`config.mk`:
```
export PLATFORM = sky130hd
export DESIGN_NAME = stop_mode_power_controller
export DESIGN_NICKNAME = d
export VERILOG_FILES = /design/src/include/stop_ctl_pkg.sv /design/src/include/wake_if.sv /design/src/rtl/wake_sync.sv /design/src/rtl/wakeup_timer.sv /design/src/rtl/stop_mode_power_controller.sv
export VERILOG_INCLUDE_DIRS = /design/src /design/src/include
export SDC_FILE = /design/constraint.sdc
export NUM_CORES = 1
export LEC_CHECK = 0
export BUFFER_PORTS_ARGS = -buffer_cell sky130_fd_sc_hd__buf_2
export CAP_MARGIN = 20
export CORE_MARGIN = 2
export CORE_UTILIZATION = 30
export CTS_CLUSTER_SIZE = 10
export DETAILED_ROUTE_END_ITERATION = 10
export GPL_TIMING_DRIVEN = 0
export SYNTH_ARGS = -nofsm -noshare
export SYNTH_HDL_FRONTEND = slang
export SYNTH_SLANG_ARGS = --single-unit
```
`constraint.sdc`:
```
create_clock -name mclk -period 3.8 [get_ports mclk]
set_input_delay 0.95 -clock mclk [delete_from_list [all_inputs] [get_ports mclk]]
set_output_delay 0.95 -clock mclk [all_outputs]
set_load 0.01 [all_outputs]
```
`src/include/stop_ctl_map.svh`:
```
`ifndef STOP_CTL_MAP_SVH
`define STOP_CTL_MAP_SVH
`define ADR_PWR1 3'h0
`define ADR_PWR2 3'h1
`define ADR_OPT 3'h2
`define ADR_RTI 3'h3
`define ADR_STAT 3'h4
`define MSK_PWR1 8'h03
`define MSK_PWR2 8'h03
`define MSK_OPT 8'h07
`define MSK_RTI 8'h0F
`define B_VM_EN 0
`define B_VM_SE 1
`define B_PD_SEL 0
`define B_PPD_SEL 1
`define B_ACK 2
`define B_FLAG 3
`define B_PERMIT 0
`define B_OSC_KEEP 1
`define B_IREF_KEEP 2
`define B_RTI_EXT 3
`define RST_PWR1 8'h00
`define RST_PWR2 8'h00
`define RST_OPT 8'h00
`define RST_RTI 8'h00
`define WAKE_RST_CYC 4'h4
`define RTI_P1 11'h008
`define RTI_P2 11'h020
`define RTI_P3 11'h040
`define RTI_P4 11'h080
`define RTI_P5 11'h100
`define RTI_P6 11'h200
`define RTI_P7 11'h400
`endif

```
`src/include/stop_ctl_pkg.sv`:
```
package stop_ctl_pkg;
  typedef enum logic [4:0] {
    MODE_RUN = 5'h01,
    MODE_RETAIN = 5'h02,
    MODE_PARTIAL = 5'h04,
    MODE_FULL = 5'h08,
    MODE_WAKE = 5'h10
  } pmode_type;
endpackage

```
`src/include/wake_if.sv`:
```
`timescale 1ns/10ps
interface wake_if #(parameter int K = 8);
  logic rst_n_s;
  logic irq_s;
  logic lfo_s;
  logic ext_s;
  logic [K-1:0] kbi_s;
  logic [2:0] rti_sel;
  logic rti_ext;
  logic rti_run;
  logic rti_tick;
  modport sync (output rst_n_s, irq_s, lfo_s, ext_s, kbi_s);
  modport timer (input lfo_s, ext_s, rti_sel, rti_ext, rti_run, output rti_tick);
  modport ctrl (input rst_n_s, irq_s, kbi_s, rti_tick, output rti_sel, rti_ext, rti_run);
endinterface // wake_if

```
`src/rtl/wake_sync.sv`:
```
`timescale 1ns/10ps
module wake_sync #(
  parameter int K = 8,
  parameter int W = K + 4,
  parameter logic [W-1:0] INIT = '1
) (
  input wire logic mclk, // system clock
  input wire logic nrst, // sync reset, low
  input wire logic clk_en, // freezes state when low
  input wire logic [W-1:0] async_in, // {rst_n, irq, lfo, ext, keypad}
  wake_if.sync wif // synchronised levels
);
  typedef struct packed {
    logic [W-1:0] s1;
    logic [W-1:0] s2;
  } sync_type;
  sync_type st_ff;
  sync_type nxt_st;

  always_comb begin
    nxt_st = st_ff;
    nxt_st.s1 = async_in;
    nxt_st.s2 = st_ff.s1;
  end

  always_ff @(posedge mclk) begin
    if (!nrst) begin
      st_ff <= {INIT, INIT};
    end else if (clk_en) begin
      st_ff <= nxt_st;
    end
  end

  // only the second stage is visible to the controller
  assign {wif.rst_n_s, wif.irq_s, wif.lfo_s, wif.ext_s, wif.kbi_s} = st_ff.s2;
endmodule // wake_sync

```
`src/rtl/wakeup_timer.sv`:
```
`timescale 1ns/10ps
`include "stop_ctl_map.svh"
module wakeup_timer (
  input wire logic mclk, // system clock
  input wire logic nrst, // sync reset, low
  input wire logic clk_en, // freezes state when low
  wake_if.timer wif // source levels in, tick out
);
  typedef struct packed {
    logic prev;
    logic [10:0] cnt;
    logic tick;
  } tmr_type;
  tmr_type st_ff;
  tmr_type nxt_st;
  logic src;

  function automatic logic [10:0] period_of(input logic [2:0] sel);
    case (sel)
      3'h1: period_of = `RTI_P1;
      3'h2: period_of = `RTI_P2;
      3'h3: period_of = `RTI_P3;
      3'h4: period_of = `RTI_P4;
      3'h5: period_of = `RTI_P5;
      3'h6: period_of = `RTI_P6;
      3'h7: period_of = `RTI_P7;
      default: period_of = 11'h7FF;
    endcase
  endfunction

  always_comb begin
    src = wif.rti_ext ? wif.ext_s : wif.lfo_s;
    nxt_st = st_ff;
    nxt_st.prev = src;
    nxt_st.tick = 1'b0;
    if (!wif.rti_run || wif.rti_sel == 3'h0) begin
      nxt_st.cnt = 11'h000;
    end else if (src && !st_ff.prev) begin
      if (st_ff.cnt + 11'h001 >= period_of(wif.rti_sel)) begin
        nxt_st.cnt = 11'h000;
        nxt_st.tick = 1'b1;
      end else begin
        nxt_st.cnt = st_ff.cnt + 11'h001;
      end
    end
  end

  always_ff @(posedge mclk) begin
    if (!nrst) begin
      st_ff <= '0;
    end else if (clk_en) begin
      st_ff <= nxt_st;
    end
  end

  assign wif.rti_tick = st_ff.tick;
endmodule // wakeup_timer

```
`src/rtl/stop_mode_power_controller.sv`:
```
`timescale 1ns/10ps
`include "stop_ctl_map.svh"
module stop_mode_power_controller #(
  parameter int KEYS = 8
) (
  input wire logic mclk, // 10 MHz system clock
  input wire logic nrst, // sync reset, low
  input wire logic clk_en, // freezes all state when low
  input wire logic [2:0] addr, // register address
  input wire logic [7:0] wdata, // write data
  input wire logic wr_stb, // write strobe
  input wire logic rd_stb, // read strobe
  output logic [7:0] rdata, // read data, cycle after strobe
  input wire logic stop_exec, // cpu executes stop, pulse
  input wire logic debug_entry_enable, // from debug control status
  input wire logic irq_active_low, // interrupt pin polarity config
  input wire logic [KEYS-1:0] keypad_enable, // keypad pin enables
  input wire logic dbg_bgnd_cmd, // background command, pulse
  input wire logic dbg_status_cmd, // memory-with-status command, pulse
  input wire logic reset_pin_n, // reset pin, async
  input wire logic irq_pin, // interrupt pin, async
  input wire logic [KEYS-1:0] keypad_pins, // keypad pins, async
  input wire logic lfo_clk, // ~1 kHz self-clocked source, async
  input wire logic ext_rtc_clk, // external timer clock, async
  output logic cpu_halt, // cpu not clocked
  output logic sys_reset, // power-on style reset of cpu and peripherals
  output logic illegal_op_reset, // illegal-opcode reset, pulse
  output logic irq_wake, // take interrupt-pin vector, pulse
  output logic keypad_wake, // take keypad vector, pulse
  output logic rti_wake, // take wake-timer vector, pulse
  output logic background_entry, // enter background debug, pulse
  output logic dbg_stop_error, // status error for stop, pulse
  output logic dbg_limited, // only limited debug commands accepted
  output logic periph_clk_en, // peripheral clock enable
  output logic debug_clk_en, // debug logic clock enable
  output logic osc_run, // oscillator running
  output logic iref_run, // internal reference running
  output logic lfo_en, // 1 kHz source enable
  output logic regulator_full, // full regulation, else standby
  output logic converter_halt, // converter in standby, no conversions
  output logic ram_power, // ram supplied
  output logic pin_hold, // pin states latched
  output logic pin_force_reset, // pins forced to reset state
  output logic keypad_off // keypad block disabled
);
  typedef struct packed {
    stop_ctl_pkg::pmode_type mode;
    logic [3:0] wcnt;
    logic wpart;
    logic dbg_stop;
    logic vm_stop;
    logic [7:0] pwr1;
    logic [7:0] pwr2;
    logic [7:0] opt;
    logic [7:0] periodic_wakeup_timer;
    logic flag;
    logic hold;
    logic [7:0] rdata;
    logic halt;
    logic sreset;
    logic ill;
    logic irqw;
    logic kbiw;
    logic rtiw;
    logic bgnd;
    logic derr;
    logic dlim;
    logic pclk;
    logic dclk;
    logic osc;
    logic iref;
    logic lfo;
    logic regf;
    logic conv;
    logic ram;
    logic pforce;
    logic koff;
    logic rext;
    logic rrun;
  } ctl_type;

  localparam ctl_type RST_ST = '{
    mode: stop_ctl_pkg::MODE_RUN,
    pwr1: `RST_PWR1,
    pwr2: `RST_PWR2,
    opt: `RST_OPT,
    periodic_wakeup_timer: `RST_RTI,
    pclk: 1'b1,
    dclk: 1'b1,
    osc: 1'b1,
    iref: 1'b1,
    regf: 1'b1,
    ram: 1'b1,
    default: '0
  };

  ctl_type st_ff;
  ctl_type nxt_st;
  logic irq_hit;
  logic kbi_hit;
  logic in_stop;
  logic retain;

  wake_if #(.K(KEYS)) wif ();

  wake_sync #(.K(KEYS)) u_sync (
    .mclk(mclk),
    .nrst(nrst),
    .clk_en(clk_en),
    .async_in({reset_pin_n, irq_pin, lfo_clk, ext_rtc_clk, keypad_pins}),
    .wif(wif)
  );

  wakeup_timer u_timer (
    .mclk(mclk),
    .nrst(nrst),
    .clk_en(clk_en),
    .wif(wif)
  );

  // enter the reset hold; pwr1, pwr2, opt and periodic_wakeup_timer return to defaults
  function automatic ctl_type to_wake(input ctl_type s, input logic part);
    ctl_type r;
    r = s;
    r.mode = stop_ctl_pkg::MODE_WAKE;
    r.wcnt = `WAKE_RST_CYC;
    r.wpart = part;
    r.pwr1 = `RST_PWR1;
    r.pwr2 = `RST_PWR2;
    r.opt = `RST_OPT;
    r.periodic_wakeup_timer = `RST_RTI;
    return r;
  endfunction

  always_comb begin
    irq_hit = irq_active_low ? !wif.irq_s : wif.irq_s;
    kbi_hit = |(wif.kbi_s & keypad_enable);
    nxt_st = st_ff;
    nxt_st.rdata = 8'h00;
    nxt_st.ill = 1'b0;
    nxt_st.irqw = 1'b0;
    nxt_st.kbiw = 1'b0;
    nxt_st.rtiw = 1'b0;
    nxt_st.bgnd = 1'b0;
    nxt_st.derr = 1'b0;
    if (rd_stb) begin
      case (addr)
        `ADR_PWR1: nxt_st.rdata = st_ff.pwr1;
        `ADR_PWR2: nxt_st.rdata = st_ff.pwr2 | {4'h0, st_ff.flag, 3'h0};
        `ADR_OPT: nxt_st.rdata = st_ff.opt;
        `ADR_RTI: nxt_st.rdata = st_ff.periodic_wakeup_timer;
        `ADR_STAT: nxt_st.rdata = {2'h0, st_ff.hold, st_ff.mode};
        default: nxt_st.rdata = 8'h00;
      endcase
    end
    if (wr_stb && st_ff.mode == stop_ctl_pkg::MODE_RUN) begin
      case (addr)
        `ADR_PWR1: nxt_st.pwr1 = wdata & `MSK_PWR1;
        `ADR_PWR2: begin
          nxt_st.pwr2 = wdata & `MSK_PWR2;
          if (wdata[`B_ACK]) begin
            nxt_st.flag = 1'b0;
            nxt_st.hold = 1'b0;
          end
        end
        `ADR_OPT: nxt_st.opt = wdata & `MSK_OPT;
        `ADR_RTI: nxt_st.periodic_wakeup_timer = wdata & `MSK_RTI;
        default: nxt_st.rdata = nxt_st.rdata;
      endcase
    end
    case (st_ff.mode)
      stop_ctl_pkg::MODE_RUN: begin
        if (!wif.rst_n_s) begin
          nxt_st = to_wake(nxt_st, 1'b0);
        end else if (stop_exec) begin
          nxt_st.dbg_stop = debug_entry_enable;
          nxt_st.vm_stop = st_ff.pwr1[`B_VM_EN] & st_ff.pwr1[`B_VM_SE];
          if (!st_ff.opt[`B_PERMIT]) begin
            nxt_st.ill = 1'b1;
          end else if (!st_ff.pwr2[`B_PD_SEL] || debug_entry_enable
                       || st_ff.pwr1[`B_VM_SE]) begin
            nxt_st.mode = stop_ctl_pkg::MODE_RETAIN;
          end else if (st_ff.pwr2[`B_PPD_SEL]) begin
            nxt_st.mode = stop_ctl_pkg::MODE_PARTIAL;
            nxt_st.hold = 1'b1;
          end else begin
            nxt_st.mode = stop_ctl_pkg::MODE_FULL;
          end
        end
      end
      stop_ctl_pkg::MODE_RETAIN: begin
        if (!wif.rst_n_s) begin
          nxt_st = to_wake(nxt_st, 1'b0);
        end else if (irq_hit || kbi_hit || wif.rti_tick) begin
          nxt_st.mode = stop_ctl_pkg::MODE_RUN;
          nxt_st.irqw = irq_hit;
          nxt_st.kbiw = kbi_hit;
          nxt_st.rtiw = wif.rti_tick;
        end else if (dbg_bgnd_cmd && st_ff.dbg_stop) begin
          nxt_st.mode = stop_ctl_pkg::MODE_RUN;
          nxt_st.bgnd = 1'b1;
        end
      end
      stop_ctl_pkg::MODE_PARTIAL: begin
        // interrupt pin is active low here whatever its configuration
        if (!wif.rst_n_s || !wif.irq_s || wif.rti_tick) begin
          nxt_st = to_wake(nxt_st, 1'b1);
        end
      end
      stop_ctl_pkg::MODE_FULL: begin
        if (!wif.rst_n_s || !wif.irq_s) begin
          nxt_st = to_wake(nxt_st, 1'b0);
        end
      end
      stop_ctl_pkg::MODE_WAKE: begin
        if (st_ff.wcnt != 4'h0) begin
          nxt_st.wcnt = st_ff.wcnt - 4'h1;
        end else if (wif.rst_n_s) begin
          nxt_st.mode = stop_ctl_pkg::MODE_RUN;
          // set after the acknowledge handling, so a set wins
          if (st_ff.wpart) begin
            nxt_st.flag = 1'b1;
          end
        end
      end
      default: nxt_st.mode = stop_ctl_pkg::MODE_RUN;
    endcase
    in_stop = nxt_st.mode == stop_ctl_pkg::MODE_RETAIN
              || nxt_st.mode == stop_ctl_pkg::MODE_PARTIAL
              || nxt_st.mode == stop_ctl_pkg::MODE_FULL;
    retain = nxt_st.mode == stop_ctl_pkg::MODE_RETAIN;
    if (dbg_status_cmd && st_ff.mode != stop_ctl_pkg::MODE_RUN) begin
      nxt_st.derr = 1'b1;
    end
    nxt_st.dlim = in_stop;
    nxt_st.halt = in_stop || nxt_st.mode == stop_ctl_pkg::MODE_WAKE;
    nxt_st.sreset = nxt_st.mode == stop_ctl_pkg::MODE_WAKE;
    nxt_st.pclk = !in_stop;
    nxt_st.dclk = !in_stop || (retain && nxt_st.dbg_stop);
    nxt_st.regf = !in_stop || (retain && (nxt_st.dbg_stop || nxt_st.vm_stop));
    nxt_st.osc = !in_stop
                 || (retain && (nxt_st.opt[`B_OSC_KEEP] || nxt_st.dbg_stop));
    nxt_st.iref = !in_stop
                  || (retain && (nxt_st.opt[`B_IREF_KEEP] || nxt_st.dbg_stop));
    nxt_st.conv = in_stop;
    nxt_st.ram = nxt_st.mode != stop_ctl_pkg::MODE_FULL;
    nxt_st.pforce = nxt_st.mode == stop_ctl_pkg::MODE_FULL;
    nxt_st.koff = nxt_st.mode == stop_ctl_pkg::MODE_PARTIAL
                  || nxt_st.mode == stop_ctl_pkg::MODE_FULL;
    nxt_st.lfo = nxt_st.periodic_wakeup_timer[2:0] != 3'h0
                 && nxt_st.mode != stop_ctl_pkg::MODE_FULL
                 && !(retain && nxt_st.dbg_stop);
    nxt_st.rext = nxt_st.periodic_wakeup_timer[`B_RTI_EXT]
                  && nxt_st.mode != stop_ctl_pkg::MODE_PARTIAL;
    nxt_st.rrun = nxt_st.periodic_wakeup_timer[2:0] != 3'h0
                  && nxt_st.mode != stop_ctl_pkg::MODE_FULL
                  && (nxt_st.rext || nxt_st.lfo);
  end

  always_ff @(posedge mclk) begin
    if (!nrst) begin
      st_ff <= RST_ST;
    end else if (clk_en) begin
      st_ff <= nxt_st;
    end
  end

  assign wif.rti_sel = st_ff.periodic_wakeup_timer[2:0];
  assign wif.rti_ext = st_ff.rext;
  assign wif.rti_run = st_ff.rrun;
  assign rdata = st_ff.rdata;
  assign cpu_halt = st_ff.halt;
  assign sys_reset = st_ff.sreset;
  assign illegal_op_reset = st_ff.ill;
  assign irq_wake = st_ff.irqw;
  assign keypad_wake = st_ff.kbiw;
  assign rti_wake = st_ff.rtiw;
  assign background_entry = st_ff.bgnd;
  assign dbg_stop_error = st_ff.derr;
  assign dbg_limited = st_ff.dlim;
  assign periph_clk_en = st_ff.pclk;
  assign debug_clk_en = st_ff.dclk;
  assign osc_run = st_ff.osc;
  assign iref_run = st_ff.iref;
  assign lfo_en = st_ff.lfo;
  assign regulator_full = st_ff.regf;
  assign converter_halt = st_ff.conv;
  assign ram_power = st_ff.ram;
  assign pin_hold = st_ff.hold;
  assign pin_force_reset = st_ff.pforce;
  assign keypad_off = st_ff.koff;
endmodule // stop_mode_power_controller

```
Word level (Yosys, flattened, before mapping)
Cells that the tools add are included.

cells by class
  add/sub/neg operators = 2
  order comparisons = 1
  eq/ne operators = 28
  multiplexer cells = 58
  bitwise gates (word level) = 3
  reduce and logical (&&, ||, !) cells = 49

operator list
  operator               count
  $mux 75                2
  $pmux 35 s4            1
  $pmux 30 s4            1
  $pmux 11 s7            1
  $mux 52                1
  $mux 5                 10
  $mux 11                4
  $mux 42                1
  $mux 8                 5
  $pmux 8 s5             1
  $mux 33                1
  $pmux 5 s5             1
  $pmux 4 s5             1
  $logic_or 1x1->1       19
  $mux 1                 18
  $eq 3x3->1 const B     5
  $eq 3x2->1 const B     4
  $logic_and 1x1->1      12
  $mux 12                1
  $mux 4                 3
  $add 11x1->11 const B  1
  $ge 11x11->1           1
  $eq 5x2->1 const B     2
  $eq 5x3->1 const B     2
  25 further kinds       43

storage, ports and cells
  flip-flop bits (word level) = 111
  input bits = 41
  word-level logic and storage cells = 178

Longest topological paths before layout
  depth in word-level cells = 14
  depth in mapped cells = 11
  gate-level depth less buffers = 11

Cells and area by module
From an unflattened synthesis, not the netlist that was laid out.

unflattened totals
  cell total of the unflattened synthesis = 615
  area total of the unflattened synthesis = 5536.6 um2

modules (own cells, without submodules)
  module                      times used  cells an instance  area an instance (um2)  seq. area each (um2)
  stop_mode_power_controller  1           428                3693.5                  1481.4
  wakeup_timer                1           110                973.4                   260.2
  wake_sync                   1           77                 869.6                   480.5

Worst setup path before layout
No wires, ideal clock.

  kind = reg-to-reg
  start point = reg u_timer.st_ff[1] (netlist name)
  end point = reg u_timer.st_ff[10] (netlist name)
  library setup time = 0.061 ns
  arrival = 2.637 ns
  setup slack = 1.102 ns
  cell stages (with the launch flop) = 11
  clock period less this slack = 2.698 ns
  cell sequence = dfxtp_1 -> ha_1 -> and3_1 -> nand3_1 -> nor2_1 -> xor2_1 -> ha_1 -> or3_1 -> a211oi_1 -> or2_2 -> a32o_1

on the way
  longest elaborated chain between the ends = 5

ends and longest elaborated chain
  item                      RTL line                                text
  start: declaration        wakeup_timer.sv:14                      tmr_type st_ff;
  start signal: assignment  wakeup_timer.sv:52                      st_ff <= nxt_st;
  $add 11x1->11 *           wakeup_timer.sv:39, wakeup_timer.sv:43
  $ge 11x11->1              wakeup_timer.sv:39                      if (st_ff.cnt + 11'h001 >= period_of(wif.rti_sel)) begin
  $mux 11 *                 wakeup_timer.sv:39
  $mux 12 *                 wakeup_timer.sv:38                      end else if (src && !st_ff.prev) begin
  $mux 11 *                 wakeup_timer.sv:36                      if (!wif.rti_run || wif.rti_sel == 3'h0) begin

Mark *: on every way between the ends. The rest lies on a longest branch, timed or not. The select of a mux whose other input is x is not followed.
A chain may end at the register's enable or synchronous reset.

Worst setup path in the final report
  start point = reg u_timer.st_ff[1] (netlist name)
  end point = reg u_timer.st_ff[7] (netlist name)

The elaborated chain is that of the path after synthesis.

==> impl_metrics.ini <==
[cells_and_area]
drive_gt1_frac = 0.1650
syn2layout_area_growth_pct = 15.76
diodes = 0
nNetsFinal = 742

[global_routing]
gr-total-overflow = 0
grt_pass1_vias = 4467
antenna_found_initial = 0
grt_pass1_wl_mm = 24.50
grt_start_max_net_pins = 17
grt_use_total = 0.1610

[min_path]
worstHoldEndpoint = ram_power$_SDFFE_PN1P_
hp-start = ram_power$_SDFFE_PN1P_
hold_class = flop to flop
min_delay_path_depth = 1

[drt]
wirelength_mm = 15.54
via_per_inst = 5.224
drcViolationCount = 0
initialDrtViolationCount = 375
drtPass1Iterations = 5
vias = 4806
wl_per_cell_um = 16.89
drtAntennaViolNets = 0

[worst_setup_path]
cp_max_fo = 10
r2r_slack_ns = 0.52
cp.required_ns = 4.09
slowest_stage = dfxtp_1
cp_cell_sequence = ha_1 -> and3_1 -> nand3_1 -> nor2_1 -> xor2_1 -> ha_1 -> a211oi_1 -> and4_1 -> clkbuf_1 -> o21ai_1 -> o211ai_1
rr_worst_depth = 11
worst_setup_path_end_kind = flop
cp_top_family = simple AND/OR/NAND/NOR gates
reg2reg_to = u_timer.st_ff[7]$_SDFFE_PN0P_
crit_type = flop to flop
crit_buf_inv = 1
crit_arrival_ns = 3.57
rr_startpoint = u_timer.st_ff[1]$_SDFFE_PN0P_
cp-start-kind = flop
max_stage_delay_ns = 0.44
cpMostUsedCell = ha_1

[synthesis]
netlist_instances = 616
ys_seq_elements = 111
synthArstFlopShare = 0
yosysTopAreaCell = dfxtp_1
synth_area_leaders = dfxtp_1, mux2i_1, nand2_1
synth.most_common_cell = dfxtp_1
synth_warnings = 0
syn_area_per_cell_um2 = 8.866
synth_edf_count = 0
yosys-top-cells-count = dfxtp_1, nand2_1, mux2i_1
ys_types = 64
syn_area_um2 = 5461
synth_fp_nets = 670
synth_seq_area_share = 0.4069
synth_top_area_share = 0.4069
yosys_most_used_dff = dfxtp_1

[clock_tree]
holdBufCountCts = 0
clkSlewWorstSetupHoldPaths_ns = 0.07
cts_root_buffer = clkbuf_16
cts_sinks = 111
clk_path_buf_depth = 2
cts_buffers = 9
clk_latency_ns = 0.37
cts_tree = done
htree_num_levels = 3

[die]
initial_core_util = 0.3051
rows = 49
die_area_um2 = 19300
core_area_um2 = 17900
fp.dieW_um = 138.9
die_y_um = 138.9
ioPinCount = 69

[timing]
hold_viol_final = 0
fmax_mhz = 304.8
tightestPinTransition_ns = 0.8152
finalCritPeriodShare = 0.8634
final.setup.tns_ns = 0
timing.hold.ws_ns = 0.4573
slew_viol_final = 0
slew_headroom = 0.4565
clock_skew_ns = 0.008253
layout_min_cycle_time_ns = 3.281
setup_violations = 0
rsz0062_at_grt = no

[place]
place_congestion = 0.8523
io_buffers = 61
hpwlAfterDp_mm = 11.59

[power_and_ir_drop]
p_leak_nw = 2.586
power_density_nw_per_um2 = 379.2
vdd_ir_drop_max_mv = 0.1777

[status]
status = completed

[run]
maxCapViolCount = 0
==> power breakdown <==
part | internal [mW] | total, mW | switching (mW)
combinational | 0.106 | 0.282 | 0.177
sequential | 1.20 | 1.22 | 0.0246
clock | 0.456 | 0.895 | 0.439
==> state kept, by name, indices dropped and copies added (netlist names), 8 cells and up <==
signal	count
u_sync.nxt_st	12
st_ff	45
rdata	8
u_timer.st_ff	12
u_sync.wif.kbi_s	8
==> layer usage <==
metal | global-route usage | part of all wire
met1 | 0.2213 | 0.47
met2 | 0.2479 | 0.45
met3 | 0.03246 | 0.056
met4 | 0.06486 | 0.018
met5 | 0 | 0
==> repair_timing <==
| item | CTS | global route |
|---|---|---|
| endpoints found under the setup margin | 0 | 1 |
| resized for setup | 0 | 1 |
| buffers inserted | 0 | 0 |
==> per-stage QoR <==
stage,power (mW),utilization,cells,cell area (µm²),worst slack (ns)
after detailed placement,1.526,0.3381,906,6053,0.3149
after floorplan,1.426,-,616,5461,1.102
after global placement,1.525,0.3381,906,6053,0.4606
after CTS,2.405,0.3529,920,6317,0.3343
final,2.397,0.3532,920,6322,0.5191
after global routing,2.485,0.3532,920,6322,0.1558
==> layout by cell type, fill, tap and decap left out, types with 6 or more instances in the layout <==
master,synthesis,final
nand4_1,8,8
a22oi_1,8,8
a211o_1,6,6
a21oi_1,28,28
clkbuf_1,30,31
xor2_1,6,6
dfxtp_1,111,111
o21ai_0,21,21
inv_1,11,11
o21a_1,7,7
mux2i_1,37,37
o211ai_1,17,17
nor2_1,35,35
buf_2,7,68
a21o_1,6,6
o32ai_1,7,7
a211oi_1,11,10
nand2_1,78,78
and3_1,19,19
buf_1,6,6
nor2b_1,9,9
ha_1,13,13
a31o_2,6,6
buf_4,9,9
nand3_1,19,19
clkbuf_16,0,9
nor3b_1,14,14
nor3_1,10,10
==> worst max path at each step <==
stage	from	to	slack, ns	cells after the start
4_1_cts	u_timer.st_ff[1]$_SDFFE_PN0P_	u_timer.st_ff[7]$_SDFFE_PN0P_	0.33	10
6_report	u_timer.st_ff[1]$_SDFFE_PN0P_	u_timer.st_ff[7]$_SDFFE_PN0P_	0.52	11
5_1_grt	u_timer.st_ff[1]$_SDFFE_PN0P_	u_timer.st_ff[7]$_SDFFE_PN0P_	0.16	11
3_3_place_gp	u_timer.st_ff[1]$_SDFFE_PN0P_	u_timer.st_ff[7]$_SDFFE_PN0P_	0.46	10
2_1_floorplan	u_timer.st_ff[1]$_SDFFE_PN0P_	u_timer.st_ff[10]$_SDFFE_PN0P_	1.10	10
3_5_place_dp	u_timer.st_ff[1]$_SDFFE_PN0P_	u_timer.st_ff[7]$_SDFFE_PN0P_	0.31	10
==> area by class of cell <==
| type | instances | area [µm²] |
|---|---|---|
| sequential | 111 | 2222 |
| tap | 229 | 286.5 |
| timing repair buffer | 61 | 305.3 |
| fill | 1904 | 11580 |
| clock buffer | 11 | 242.7 |
| clock inverter | 3 | 21.27 |
| multi-input combinational | 440 | 2950 |
| buffer | 53 | 249.0 |
| inverter | 12 | 45.04 |
==> kinds of logic (layout without fill, tap and decap cells) <==
logic type	after synthesis	after routing	synth area share
buffers and inverters	65	140	0.05384
and+or+nand+nor	229	229	0.2220
xor gates and xnor gates	11	11	0.01764
adders and majority gates	13	13	0.02978
DFF	111	111	0.4069
AOI/OAI and AO/OA	145	145	0.1856
muxes	42	42	0.08431
Note: power is estimated with default switching activity, not from simulation.
